## src/hdl/pbm_pkg.sv

```systemverilog
/*
 * shared constants for the port b alternate-function override block.
 * assumes pins 1 to 7 only; pin 0 lives elsewhere.
 */
package pbm_pkg;
   localparam int unsigned PIN_LO    = 1;
   localparam int unsigned PIN_HI    = 7;
   localparam int unsigned NPIN      = 8;
   localparam int unsigned BIT_OSC_OUT = 7;
   localparam int unsigned BIT_OSC_IN  = 6;
   localparam int unsigned BIT_SCK     = 5;
   localparam int unsigned BIT_MISO    = 4;
   localparam int unsigned BIT_MOSI    = 3;
   localparam int unsigned BIT_SS      = 2;
   localparam int unsigned BIT_T1A     = 1;
   localparam logic [7:0]  RST_BYTE  = 8'h00;
   localparam logic        RST_BIT   = 1'h0;
   localparam logic [1:0]  RST_SYNC  = 2'h0;

   typedef enum logic [1:0] {
      PBM_CLK_RC   = 2'b00,
      PBM_CLK_XTAL = 2'b01,
      PBM_CLK_EXT  = 2'b10
   } pbm_clksrc_t;
endpackage

```

## src/hdl/pbm_port_b_mux.sv

```systemverilog
/*
 * port b pins 7..1 alternate-function override mux.
 * assumes port register bits and peripheral controls are synchronous
 * to mclk; pad input is already synchronised upstream.
 */
//
// Overview of operation
// clock use of bit 7 reads zero
// clock use of bit 6 reads zero
// bit 7 is crystal pin two
// bit 6 is clock input unless rc
// timer oscillator only with rc and async
// async and no ext clock frees bit 7
// async frees bit 6 as amplifier input
// spi slave forces bit 5 input
// forced inputs keep pull-up from out bit
// usart0 clock direction from dir bit 5
// usart0 ext clock only in sync mode
// spi master forces bit 4 input
// usart1 receiver forces bit 4 input
// spi slave forces bit 3 input
// usart1 transmitter forces bit 3 output
// software sets dir 3 for timer2 a
// spi slave forces bit 2 input
// spi slave active while select low
// software sets dir 2 for timer1 b
// software sets dir 1 for timer1 a
// bits 1..7 feed pin change inputs
// pull-up per 010 rule or override
// direction override beats dir bit
// overrides never change stored bits
`timescale 1ns/1ps
module pbm_port_b_mux (
   input  wire logic                 mclk,
   input  wire logic                 rstn,
   // stored port register bits and pad inputs
   input  wire logic [7:0]           dirBits,
   input  wire logic [7:0]           outBits,
   input  wire logic [7:0]           padIn,
   input  wire logic                 globalPullupDisable,
   // clock configuration
   input  wire pbm_pkg::pbm_clksrc_t chipClockSource,
   input  wire logic                 asyncTimer2Select,
   input  wire logic                 externalClockSelect,
   // peripheral controls
   input  wire logic                 spi0Enable,
   input  wire logic                 spi0Master,
   input  wire logic                 spi0ClockOut,
   input  wire logic                 spi0SlaveOut,
   input  wire logic                 spi0MasterOut,
   input  wire logic                 usart0SyncMode,
   input  wire logic                 usart0ClockOut,
   input  wire logic                 usart1RxEnable,
   input  wire logic                 usart1TxEnable,
   input  wire logic                 usart1TxData,
   input  wire logic                 timer2CmpAEnable,
   input  wire logic                 timer2CmpA,
   input  wire logic                 timer1CmpBEnable,
   input  wire logic                 timer1CmpB,
   input  wire logic                 timer1CmpAEnable,
   input  wire logic                 timer1CmpA,
   // pad side
   output logic [7:1]                padOut,
   output logic [7:1]                padOe,
   output logic [7:1]                padPullup,
   output logic                      crystalPinMode7,
   output logic                      crystalPinMode6,
   // read-back and peripheral side
   output logic [7:0]                dirReadback,
   output logic [7:0]                outReadback,
   output logic [7:0]                inReadback,
   output logic [7:1]                pinChangeSrc,
   output logic                      spi0ClockIn,
   output logic                      spi0MasterIn,
   output logic                      spi0SlaveIn,
   output logic                      spi0SlaveActive,
   output logic                      usart0ClockIn,
   output logic                      usart0ClockIsOutput,
   output logic                      usart1RxData
);
   import pbm_pkg::*;

   logic rstnSync;
   pbm_reset_sync u_rst (
      .mclk     (mclk),
      .rstn     (rstn),
      .rstnSync (rstnSync)
   );

   // ***************************************************
   // clock pin ownership
   // ***************************************************
   logic rcClock;
   logic clockUse7;
   logic clockUse6;
   logic tosc7;
   logic tosc6;

   always_comb begin
      rcClock   = (chipClockSource == PBM_CLK_RC);
      // timer oscillator use needs the rc clock
      tosc6     = rcClock && asyncTimer2Select;
      tosc7     = rcClock && asyncTimer2Select && !externalClockSelect;
      clockUse7 = (chipClockSource == PBM_CLK_XTAL) || tosc7;
      clockUse6 = !rcClock || tosc6;
   end

   // ***************************************************
   // per-pin override terms
   // ***************************************************
   logic [7:1] puEn;
   logic [7:1] puVal;
   logic [7:1] ddEn;
   logic [7:1] ddVal;
   logic [7:1] pvEn;
   logic [7:1] pvVal;
   logic       spiSlave;
   logic       spiMstr;
   logic       xckOut;

   always_comb begin
      spiSlave = spi0Enable && !spi0Master;
      spiMstr  = spi0Enable && spi0Master;
      xckOut   = usart0SyncMode && dirBits[BIT_SCK];
      puEn  = '0;
      puVal = '0;
      ddEn  = '0;
      ddVal = '0;
      pvEn  = '0;
      pvVal = '0;
      // clock pins: driver and pull-up off, stored bits untouched
      puEn[BIT_OSC_OUT] = clockUse7;
      ddEn[BIT_OSC_OUT] = clockUse7;
      puEn[BIT_OSC_IN]  = clockUse6;
      ddEn[BIT_OSC_IN]  = clockUse6;
      // sck: slave forces input, pull-up still from out bit
      puEn[BIT_SCK]  = spiSlave;
      puVal[BIT_SCK] = outBits[BIT_SCK] && !globalPullupDisable;
      ddEn[BIT_SCK]  = spiSlave;
      pvEn[BIT_SCK]  = spiMstr || xckOut;
      pvVal[BIT_SCK] = spiMstr ? spi0ClockOut : usart0ClockOut;
      // miso: master or usart1 receiver forces input
      puEn[BIT_MISO]  = spiMstr || usart1RxEnable;
      puVal[BIT_MISO] = outBits[BIT_MISO] && !globalPullupDisable;
      ddEn[BIT_MISO]  = spiMstr || usart1RxEnable;
      pvEn[BIT_MISO]  = spiSlave;
      pvVal[BIT_MISO] = spi0SlaveOut;
      // mosi: slave forces input, transmitter forces output
      if (usart1TxEnable) begin
         ddEn[BIT_MOSI]  = 1'h1;
         ddVal[BIT_MOSI] = 1'h1;
      end else begin
         puEn[BIT_MOSI]  = spiSlave;
         puVal[BIT_MOSI] = outBits[BIT_MOSI] && !globalPullupDisable;
         ddEn[BIT_MOSI]  = spiSlave;
      end
      pvEn[BIT_MOSI]  = spiMstr || timer2CmpAEnable || usart1TxEnable;
      pvVal[BIT_MOSI] = usart1TxEnable ? usart1TxData
                      : (spiMstr ? spi0MasterOut : timer2CmpA);
      // ss: slave forces input
      puEn[BIT_SS]  = spiSlave;
      puVal[BIT_SS] = outBits[BIT_SS] && !globalPullupDisable;
      ddEn[BIT_SS]  = spiSlave;
      pvEn[BIT_SS]  = timer1CmpBEnable;
      pvVal[BIT_SS] = timer1CmpB;
      // timer1 compare a
      pvEn[BIT_T1A]  = timer1CmpAEnable;
      pvVal[BIT_T1A] = timer1CmpA;
   end

   // ***************************************************
   // pin cells
   // ***************************************************
   logic [7:1] pullD;
   logic [7:1] oeD;
   logic [7:1] valD;

   for (genvar i = PIN_LO; i <= PIN_HI; i++) begin : g_pin
      pbm_pin_cell u_cell (
         .dirBit               (dirBits[i]),
         .outBit               (outBits[i]),
         .globalPullupDisable  (globalPullupDisable),
         .pullupOverrideEnable (puEn[i]),
         .pullupOverrideValue  (puVal[i]),
         .dirOverrideEnable    (ddEn[i]),
         .dirOverrideValue     (ddVal[i]),
         .valueOverrideEnable  (pvEn[i]),
         .valueOverrideValue   (pvVal[i]),
         .pullupOn             (pullD[i]),
         .driveOn              (oeD[i]),
         .driveVal             (valD[i])
      );
   end

   // ***************************************************
   // read-back and peripheral inputs
   // ***************************************************
   logic [7:0] dirRbD;
   logic [7:0] outRbD;
   logic [7:0] inRbD;
   logic [7:1] pcD;

   always_comb begin
      dirRbD = dirBits;
      outRbD = outBits;
      inRbD  = padIn;
      // zeroed read-back hides pins owned by a clock
      if (clockUse7) begin
         dirRbD[BIT_OSC_OUT] = 1'h0;
         outRbD[BIT_OSC_OUT] = 1'h0;
         inRbD[BIT_OSC_OUT]  = 1'h0;
      end
      if (clockUse6) begin
         dirRbD[BIT_OSC_IN] = 1'h0;
         outRbD[BIT_OSC_IN] = 1'h0;
         inRbD[BIT_OSC_IN]  = 1'h0;
      end
      pcD = padIn[7:1];
   end

   // ***************************************************
   // output next values
   // ***************************************************
   logic [7:1] padOut_d;
   logic [7:1] padOe_d;
   logic [7:1] padPullup_d;
   logic       crystalPinMode7_d;
   logic       crystalPinMode6_d;
   logic [7:0] dirReadback_d;
   logic [7:0] outReadback_d;
   logic [7:0] inReadback_d;
   logic [7:1] pinChangeSrc_d;
   logic       spi0ClockIn_d;
   logic       spi0MasterIn_d;
   logic       spi0SlaveIn_d;
   logic       spi0SlaveActive_d;
   logic       usart0ClockIn_d;
   logic       usart0ClockIsOutput_d;
   logic       usart1RxData_d;

   always_comb begin
      padOut_d              = valD;
      padOe_d               = oeD;
      padPullup_d           = pullD;
      crystalPinMode7_d     = clockUse7;
      crystalPinMode6_d     = clockUse6;
      dirReadback_d         = dirRbD;
      outReadback_d         = outRbD;
      inReadback_d          = inRbD;
      pinChangeSrc_d        = pcD;
      spi0ClockIn_d         = padIn[BIT_SCK];
      spi0MasterIn_d        = padIn[BIT_MISO];
      spi0SlaveIn_d         = padIn[BIT_MOSI];
      // slave select comes from the pad, never from the dir bit
      spi0SlaveActive_d     = spiSlave && !padIn[BIT_SS];
      usart0ClockIn_d       = usart0SyncMode && padIn[BIT_SCK];
      usart0ClockIsOutput_d = xckOut;
      usart1RxData_d        = padIn[BIT_MISO];
   end

   // ***************************************************
   // output registers
   // ***************************************************
   // one edge of latency on every pad and read-back path
   always_ff @(posedge mclk or negedge rstnSync) begin
      if (!rstnSync) begin
         padOut              <= '0;
         padOe               <= '0;
         padPullup           <= '0;
         crystalPinMode7     <= RST_BIT;
         crystalPinMode6     <= RST_BIT;
         dirReadback         <= RST_BYTE;
         outReadback         <= RST_BYTE;
         inReadback          <= RST_BYTE;
         pinChangeSrc        <= '0;
         spi0ClockIn         <= RST_BIT;
         spi0MasterIn        <= RST_BIT;
         spi0SlaveIn         <= RST_BIT;
         spi0SlaveActive     <= RST_BIT;
         usart0ClockIn       <= RST_BIT;
         usart0ClockIsOutput <= RST_BIT;
         usart1RxData        <= RST_BIT;
      end else begin
         padOut              <= padOut_d;
         padOe               <= padOe_d;
         padPullup           <= padPullup_d;
         crystalPinMode7     <= crystalPinMode7_d;
         crystalPinMode6     <= crystalPinMode6_d;
         dirReadback         <= dirReadback_d;
         outReadback         <= outReadback_d;
         inReadback          <= inReadback_d;
         pinChangeSrc        <= pinChangeSrc_d;
         spi0ClockIn         <= spi0ClockIn_d;
         spi0MasterIn        <= spi0MasterIn_d;
         spi0SlaveIn         <= spi0SlaveIn_d;
         spi0SlaveActive     <= spi0SlaveActive_d;
         usart0ClockIn       <= usart0ClockIn_d;
         usart0ClockIsOutput <= usart0ClockIsOutput_d;
         usart1RxData        <= usart1RxData_d;
      end
   end
endmodule

```

## src/hdl/pbm_reset_sync.sv

```systemverilog
/*
 * two-stage reset release synchroniser.
 * assumes rstn may drop at any time; release is aligned to mclk.
 */
`timescale 1ns/1ps
module pbm_reset_sync (
   input  wire logic mclk,
   input  wire logic rstn,
   output logic      rstnSync
);
   import pbm_pkg::*;
   logic [1:0] sync_q;
   logic [1:0] sync_d;

   always_comb begin
      sync_d = {sync_q[0], 1'b1};
   end

   always_ff @(posedge mclk or negedge rstn) begin
      if (!rstn) begin
         sync_q <= RST_SYNC;
      end else begin
         sync_q <= sync_d;
      end
   end

   assign rstnSync = sync_q[1];
endmodule

```

## src/hdl/pbm_pin_cell.sv

```systemverilog
/*
 * one generic pin override cell: pull-up, driver enable, output value.
 * assumes override inputs already computed by the owning peripherals.
 */
`timescale 1ns/1ps
module pbm_pin_cell (
   input  wire logic dirBit,
   input  wire logic outBit,
   input  wire logic globalPullupDisable,
   input  wire logic pullupOverrideEnable,
   input  wire logic pullupOverrideValue,
   input  wire logic dirOverrideEnable,
   input  wire logic dirOverrideValue,
   input  wire logic valueOverrideEnable,
   input  wire logic valueOverrideValue,
   output logic      pullupOn,
   output logic      driveOn,
   output logic      driveVal
);
   always_comb begin
      pullupOn = pullupOverrideEnable ? pullupOverrideValue
               : (!dirBit && outBit && !globalPullupDisable);
      driveOn  = dirOverrideEnable ? dirOverrideValue : dirBit;
      driveVal = valueOverrideEnable ? valueOverrideValue : outBit;
   end
endmodule

```

## config.mk

```make
export PLATFORM = sky130hd
export DESIGN_NAME = pbm_port_b_mux
export DESIGN_NICKNAME = d
export VERILOG_FILES = /design/src/hdl/pbm_pkg.sv /design/src/hdl/pbm_port_b_mux.sv /design/src/hdl/pbm_reset_sync.sv /design/src/hdl/pbm_pin_cell.sv
export SDC_FILE = /design/constraint.sdc
export NUM_CORES = 1
export LEC_CHECK = 0
export ABC_AREA = 1
export BUFFER_PORTS_ARGS = -buffer_cell sky130_fd_sc_hd__buf_2
export CORE_AREA = 3 3 69 71
export DETAILED_ROUTE_END_ITERATION = 12
export DIE_AREA = 0 0 72 74
export GPL_ROUTABILITY_DRIVEN = 0
export GPL_TIMING_DRIVEN = 1
export PLACE_DENSITY = 0.76
export SLEW_MARGIN = 5
export SYNTH_ARGS = -nofsm -noshare
export SYNTH_HDL_FRONTEND = slang
export SYNTH_SLANG_ARGS = --single-unit
```

## constraint.sdc

```tcl
create_clock -name mclk -period 1.7 [get_ports mclk]
set_input_delay 0.51 -clock mclk [delete_from_list [all_inputs] [get_ports mclk]]
set_output_delay 0.51 -clock mclk [all_outputs]
set_load 0.01 [all_outputs]
```

==> flow_metrics.env <==
export IMPL_cts_clk_slew_worst_paths_ns=0.08
export IMPL_ys_ff_latch=51
export IMPL_drcViolationCount=0
export IMPL_share_seq_of_total_power=0.555
export IMPL_design_core_area_mm2=0.00429
export IMPL_layout_worst_path_cycle_share=0.795
export IMPL_grt_remaining_overflow=0
export IMPL_grt_setup_unrepaired="false"
export IMPL_die_y_um=74
export IMPL_timing_max_cap_violations=0
export IMPL_max_stage_delay_ns=0.41
export IMPL_clock_tree_from_tritoncts="built"
export IMPL_fillerInstances=390
export IMPL_synth_distinct_cells=17
export IMPL_yosys_top_cells_area="sky130_fd_sc_hd__dfrtp_1 (75%), sky130_fd_sc_hd__buf_4 (5.3%), sky130_fd_sc_hd__inv_1 (4.6%)"
export IMPL_grt_total_usage=0.136
export IMPL_detailroute_wirelength_met2_um=1760
export IMPL_die_width_um=72
export IMPL_pwr_density_cell_mw_per_mm2=994
export IMPL_dr_total_vias=1264
export IMPL_nets=289
export IMPL_detail_route_wirelength_met1_um=1250
export IMPL_clock_root_buffer="sky130_fd_sc_hd__clkbuf_8"
export IMPL_crit_path_end_kind="output pin"
export IMPL_final_antenna_net_count=0
export IMPL_internal_power_component_mw=1.82
export IMPL_total_leakage_power_nw=1.36
export IMPL_yosysTopAreaCellShare=0.746
export IMPL_clock_insertion_delay_worst_skew_ns=0.29
export IMPL_report_final_setup_viol=0
export IMPL_avgViaCountPerCell=4.30
export IMPL_synthesis_instances=138
export IMPL_vias_in_the_first_global_route=1212
export IMPL_detailedRoute_firstPassIterationCount=3
export IMPL_place_hpwl_um=2830
export IMPL_flow_area_growth_from_synthesis_pct=37.6
export IMPL_worst_endpoint_required_ns=1.19
export IMPL_postSynthAreaPerCell_um2=12.4
export IMPL_critPathSlowestCell="sky130_fd_sc_hd__dfrtp_1"
export IMPL_dr_wl_met3_um=377
export IMPL_timing_fmax_mhz=740
export IMPL_initial_utilization=0.399
export IMPL_place_inst=286
export IMPL_route_final_wire_length_um=3440
export IMPL_grt_pass1_wl_um=5500
export IMPL_critical_path_buf_inv_count=1
export IMPL_synth_sequential_area_ratio=0.746
export IMPL_timing_hold_violations_final=0
export IMPL_routed_wire_length_per_instance_um=11.7
export IMPL_clockBufferDepth=2
export IMPL_post_cts_repair_setup_buffers=0
export IMPL_timing_final_crit_period_ns=1.35
export IMPL_placement_rows=24
export IMPL_data_arrival_time_of_the_worst_path_ns=0.84
export IMPL_pin_count_of_the_biggest_net_entering_global_routing=31
export IMPL_finalPower_mw=2.34
export IMPL_antenna_found_initial=0
export IMPL_reg2regPathDepth=1
export IMPL_net_switching_fraction_of_the_power=0.222
export IMPL_highest_signal_layer="met4"
export IMPL_critPathMaxFanout=4
export IMPL_crit_family="flip-flops"
export IMPL_cts_max_level=2
export IMPL_total_net_switching_power_mw=0.521
export IMPL_portBuffers=107
export IMPL_yosysTopAreaCell="sky130_fd_sc_hd__dfrtp_1"
export IMPL_worst_setup_path_start_kind="flip-flop"
export IMPL_combinationalPowerShare=0.113
export IMPL_outcome="finished, final reports clean"
export IMPL_fin_setup_tns_ns=0
export IMPL_rr_startpoint="u_rst.sync_q[1]"
export IMPL_hold_wc_path_type="flip-flop to async pin"
export IMPL_worst_ir_drop_vdd_mv=0.392
export IMPL_finish_cell_count_without_fillers=294
export IMPL_rr_endpoint="padOe[2]"
export IMPL_antenna_diode_count=0
export IMPL_multi_input_comb_area_um2=259
export IMPL_critical_path_cell_by_cell="buf_2"
export IMPL_initialDrtViolationCount=38
export IMPL_ff2ff_setup_slack_ns=0.98
export IMPL_seqCellArea_mm2=0.00128
export IMPL_ios=108
export IMPL_p_clk_frac=0.332
export IMPL_fraction_of_final_layout_cells_with_drive_strength_greater_than_1=0.529
export IMPL_yosysWarningCount=0
export IMPL_cts_inserted_buffers=5
export IMPL_final_setup_skew_ns=0.00212
export IMPL_cts_sinks=51
export IMPL_post_synth_instance_area_mm2=0.00171
export IMPL_worstSetupPathType="flip-flop to output pin"
export IMPL_dieArea_mm2=0.00533
export IMPL_final_slew_viol_count=0
export IMPL_syn_nets=185
==> power groups by stage <==
stage | Sequential [mW] | Combinational [mW] | Clock, mW
detailed placement | 1.33 | 0.270 | 0
finish | 1.30 | 0.265 | 0.779
global placement | 1.32 | 0.264 | 0
CTS | 1.30 | 0.272 | 0.815
floorplan | 1.37 | 0.0806 | 0
global route | 1.31 | 0.296 | 0.870
==> per-stage QoR <==
stage               hold slack (ns)   util  setup slack, ns  cell area (µm²)
floorplan                     0.214      -            0.175             1710
global placement              0.219  0.522            0.496             2240
detailed placement            0.227  0.522            0.483             2240
CTS                           0.235  0.549            0.326             2360
global route                  0.254  0.549            0.297             2360
finish                        0.213  0.549            0.348             2360
==> how the worst max path moves through the flow <==
stage                    start  depth (start not counted)         endpoint
6_report       pinChangeSrc[4]                          1     spi0MasterIn
5_1_grt        pinChangeSrc[4]                          1    inReadback[4]
4_1_cts        pinChangeSrc[4]                          1     spi0MasterIn
3_5_place_dp        spi0Master                          5     padPullup[4]
2_1_floorplan  u_rst.sync_q[1]                          0  crystalPinMode6
3_3_place_gp        spi0Master                          5     padPullup[4]
==> routing by layer <==
metal  vias to the layer above  GRT usage
li1                        602          -
met1                       591      0.155
met2                        66      0.233
met3                         5     0.0554
met4                         0     0.0501
met5                         -          0
==> sequential cells by signal, indices dropped and copies added, names as in the netlist <==
register	flops
crystalPinMode6	1
crystalPinMode7	1
dirReadback	8
inReadback	3
outReadback	8
padOe	4
padOut	7
padPullup	7
pinChangeSrc	7
spi0SlaveActive	1
u_rst.sync_q	2
usart0ClockIn	1
usart0ClockIsOutput	1
==> cell type report <==
class / count / area share
sequential: 51 / 0.542
timing repair buffer: 109 / 0.240
multi-input combinational: 52 / 0.110
inverter: 23 / 0.0366
clock buffer: 6 / 0.0308
tap: 52 / 0.0276
clock inverter: 1 / 0.0127
==> Yosys cell counts <==
| cell type | number |
|---|---|
| sky130_fd_sc_hd__nand3_1 | 5 |
| sky130_fd_sc_hd__inv_2 | 2 |
| sky130_fd_sc_hd__nand2_1 | 18 |
| sky130_fd_sc_hd__o21ai_0 | 2 |
| sky130_fd_sc_hd__dfrtp_1 | 51 |
| sky130_fd_sc_hd__a21oi_2 | 1 |
| sky130_fd_sc_hd__o211ai_1 | 1 |
| sky130_fd_sc_hd__nor2_1 | 11 |
| sky130_fd_sc_hd__conb_1 | 1 |
| sky130_fd_sc_hd__nor2_4 | 2 |
| sky130_fd_sc_hd__buf_4 | 12 |
| sky130_fd_sc_hd__a21oi_1 | 2 |
| sky130_fd_sc_hd__inv_1 | 21 |
| sky130_fd_sc_hd__nor2_2 | 4 |
| sky130_fd_sc_hd__nor3_2 | 2 |
| sky130_fd_sc_hd__nand2_2 | 2 |
| sky130_fd_sc_hd__nor3_1 | 1 |
==> timing repair <==
item	CTS	global route
hold endpoints to repair	2	0
gates resized for setup	0	0
hold buffers	1	0
==> kinds of logic after synthesis <==
group,after synthesis,synth area share
other,1,0.00219
flip-flops,51,0.746
AND/OR/NAND/NOR,45,0.128
buffers and inverters,35,0.103
AO/OA/AOI/OAI,6,0.0212
==> placed cells by master (no fill, tap or decap) <==
| master | netlist | final |
|---|---|---|
| sky130_fd_sc_hd__a21oi_1 | 2 | 2 |
| sky130_fd_sc_hd__a21oi_2 | 1 | 1 |
| sky130_fd_sc_hd__buf_12 | 0 | 1 |
| sky130_fd_sc_hd__buf_2 | 0 | 107 |
| sky130_fd_sc_hd__bufinv_16 | 0 | 1 |
| sky130_fd_sc_hd__clkbuf_1 | 0 | 1 |
| sky130_fd_sc_hd__clkbuf_8 | 0 | 5 |
| sky130_fd_sc_hd__conb_1 | 1 | 1 |
| sky130_fd_sc_hd__dfrtp_1 | 51 | 50 |
| sky130_fd_sc_hd__dfrtp_2 | 0 | 1 |
| sky130_fd_sc_hd__dlygate4sd3_1 | 0 | 1 |
| sky130_fd_sc_hd__inv_1 | 21 | 21 |
| sky130_fd_sc_hd__inv_2 | 2 | 2 |
| sky130_fd_sc_hd__nand2_1 | 18 | 18 |
| sky130_fd_sc_hd__nand2_2 | 2 | 2 |
| sky130_fd_sc_hd__nand3_1 | 5 | 5 |
| sky130_fd_sc_hd__nor2_1 | 11 | 11 |
| sky130_fd_sc_hd__nor2_2 | 4 | 4 |
| sky130_fd_sc_hd__nor2_4 | 2 | 2 |
| sky130_fd_sc_hd__nor3_1 | 1 | 1 |
| sky130_fd_sc_hd__nor3_2 | 2 | 2 |
| sky130_fd_sc_hd__o211ai_1 | 1 | 1 |
| sky130_fd_sc_hd__o21ai_0 | 2 | 2 |
(Power assumes the default switching activity.)
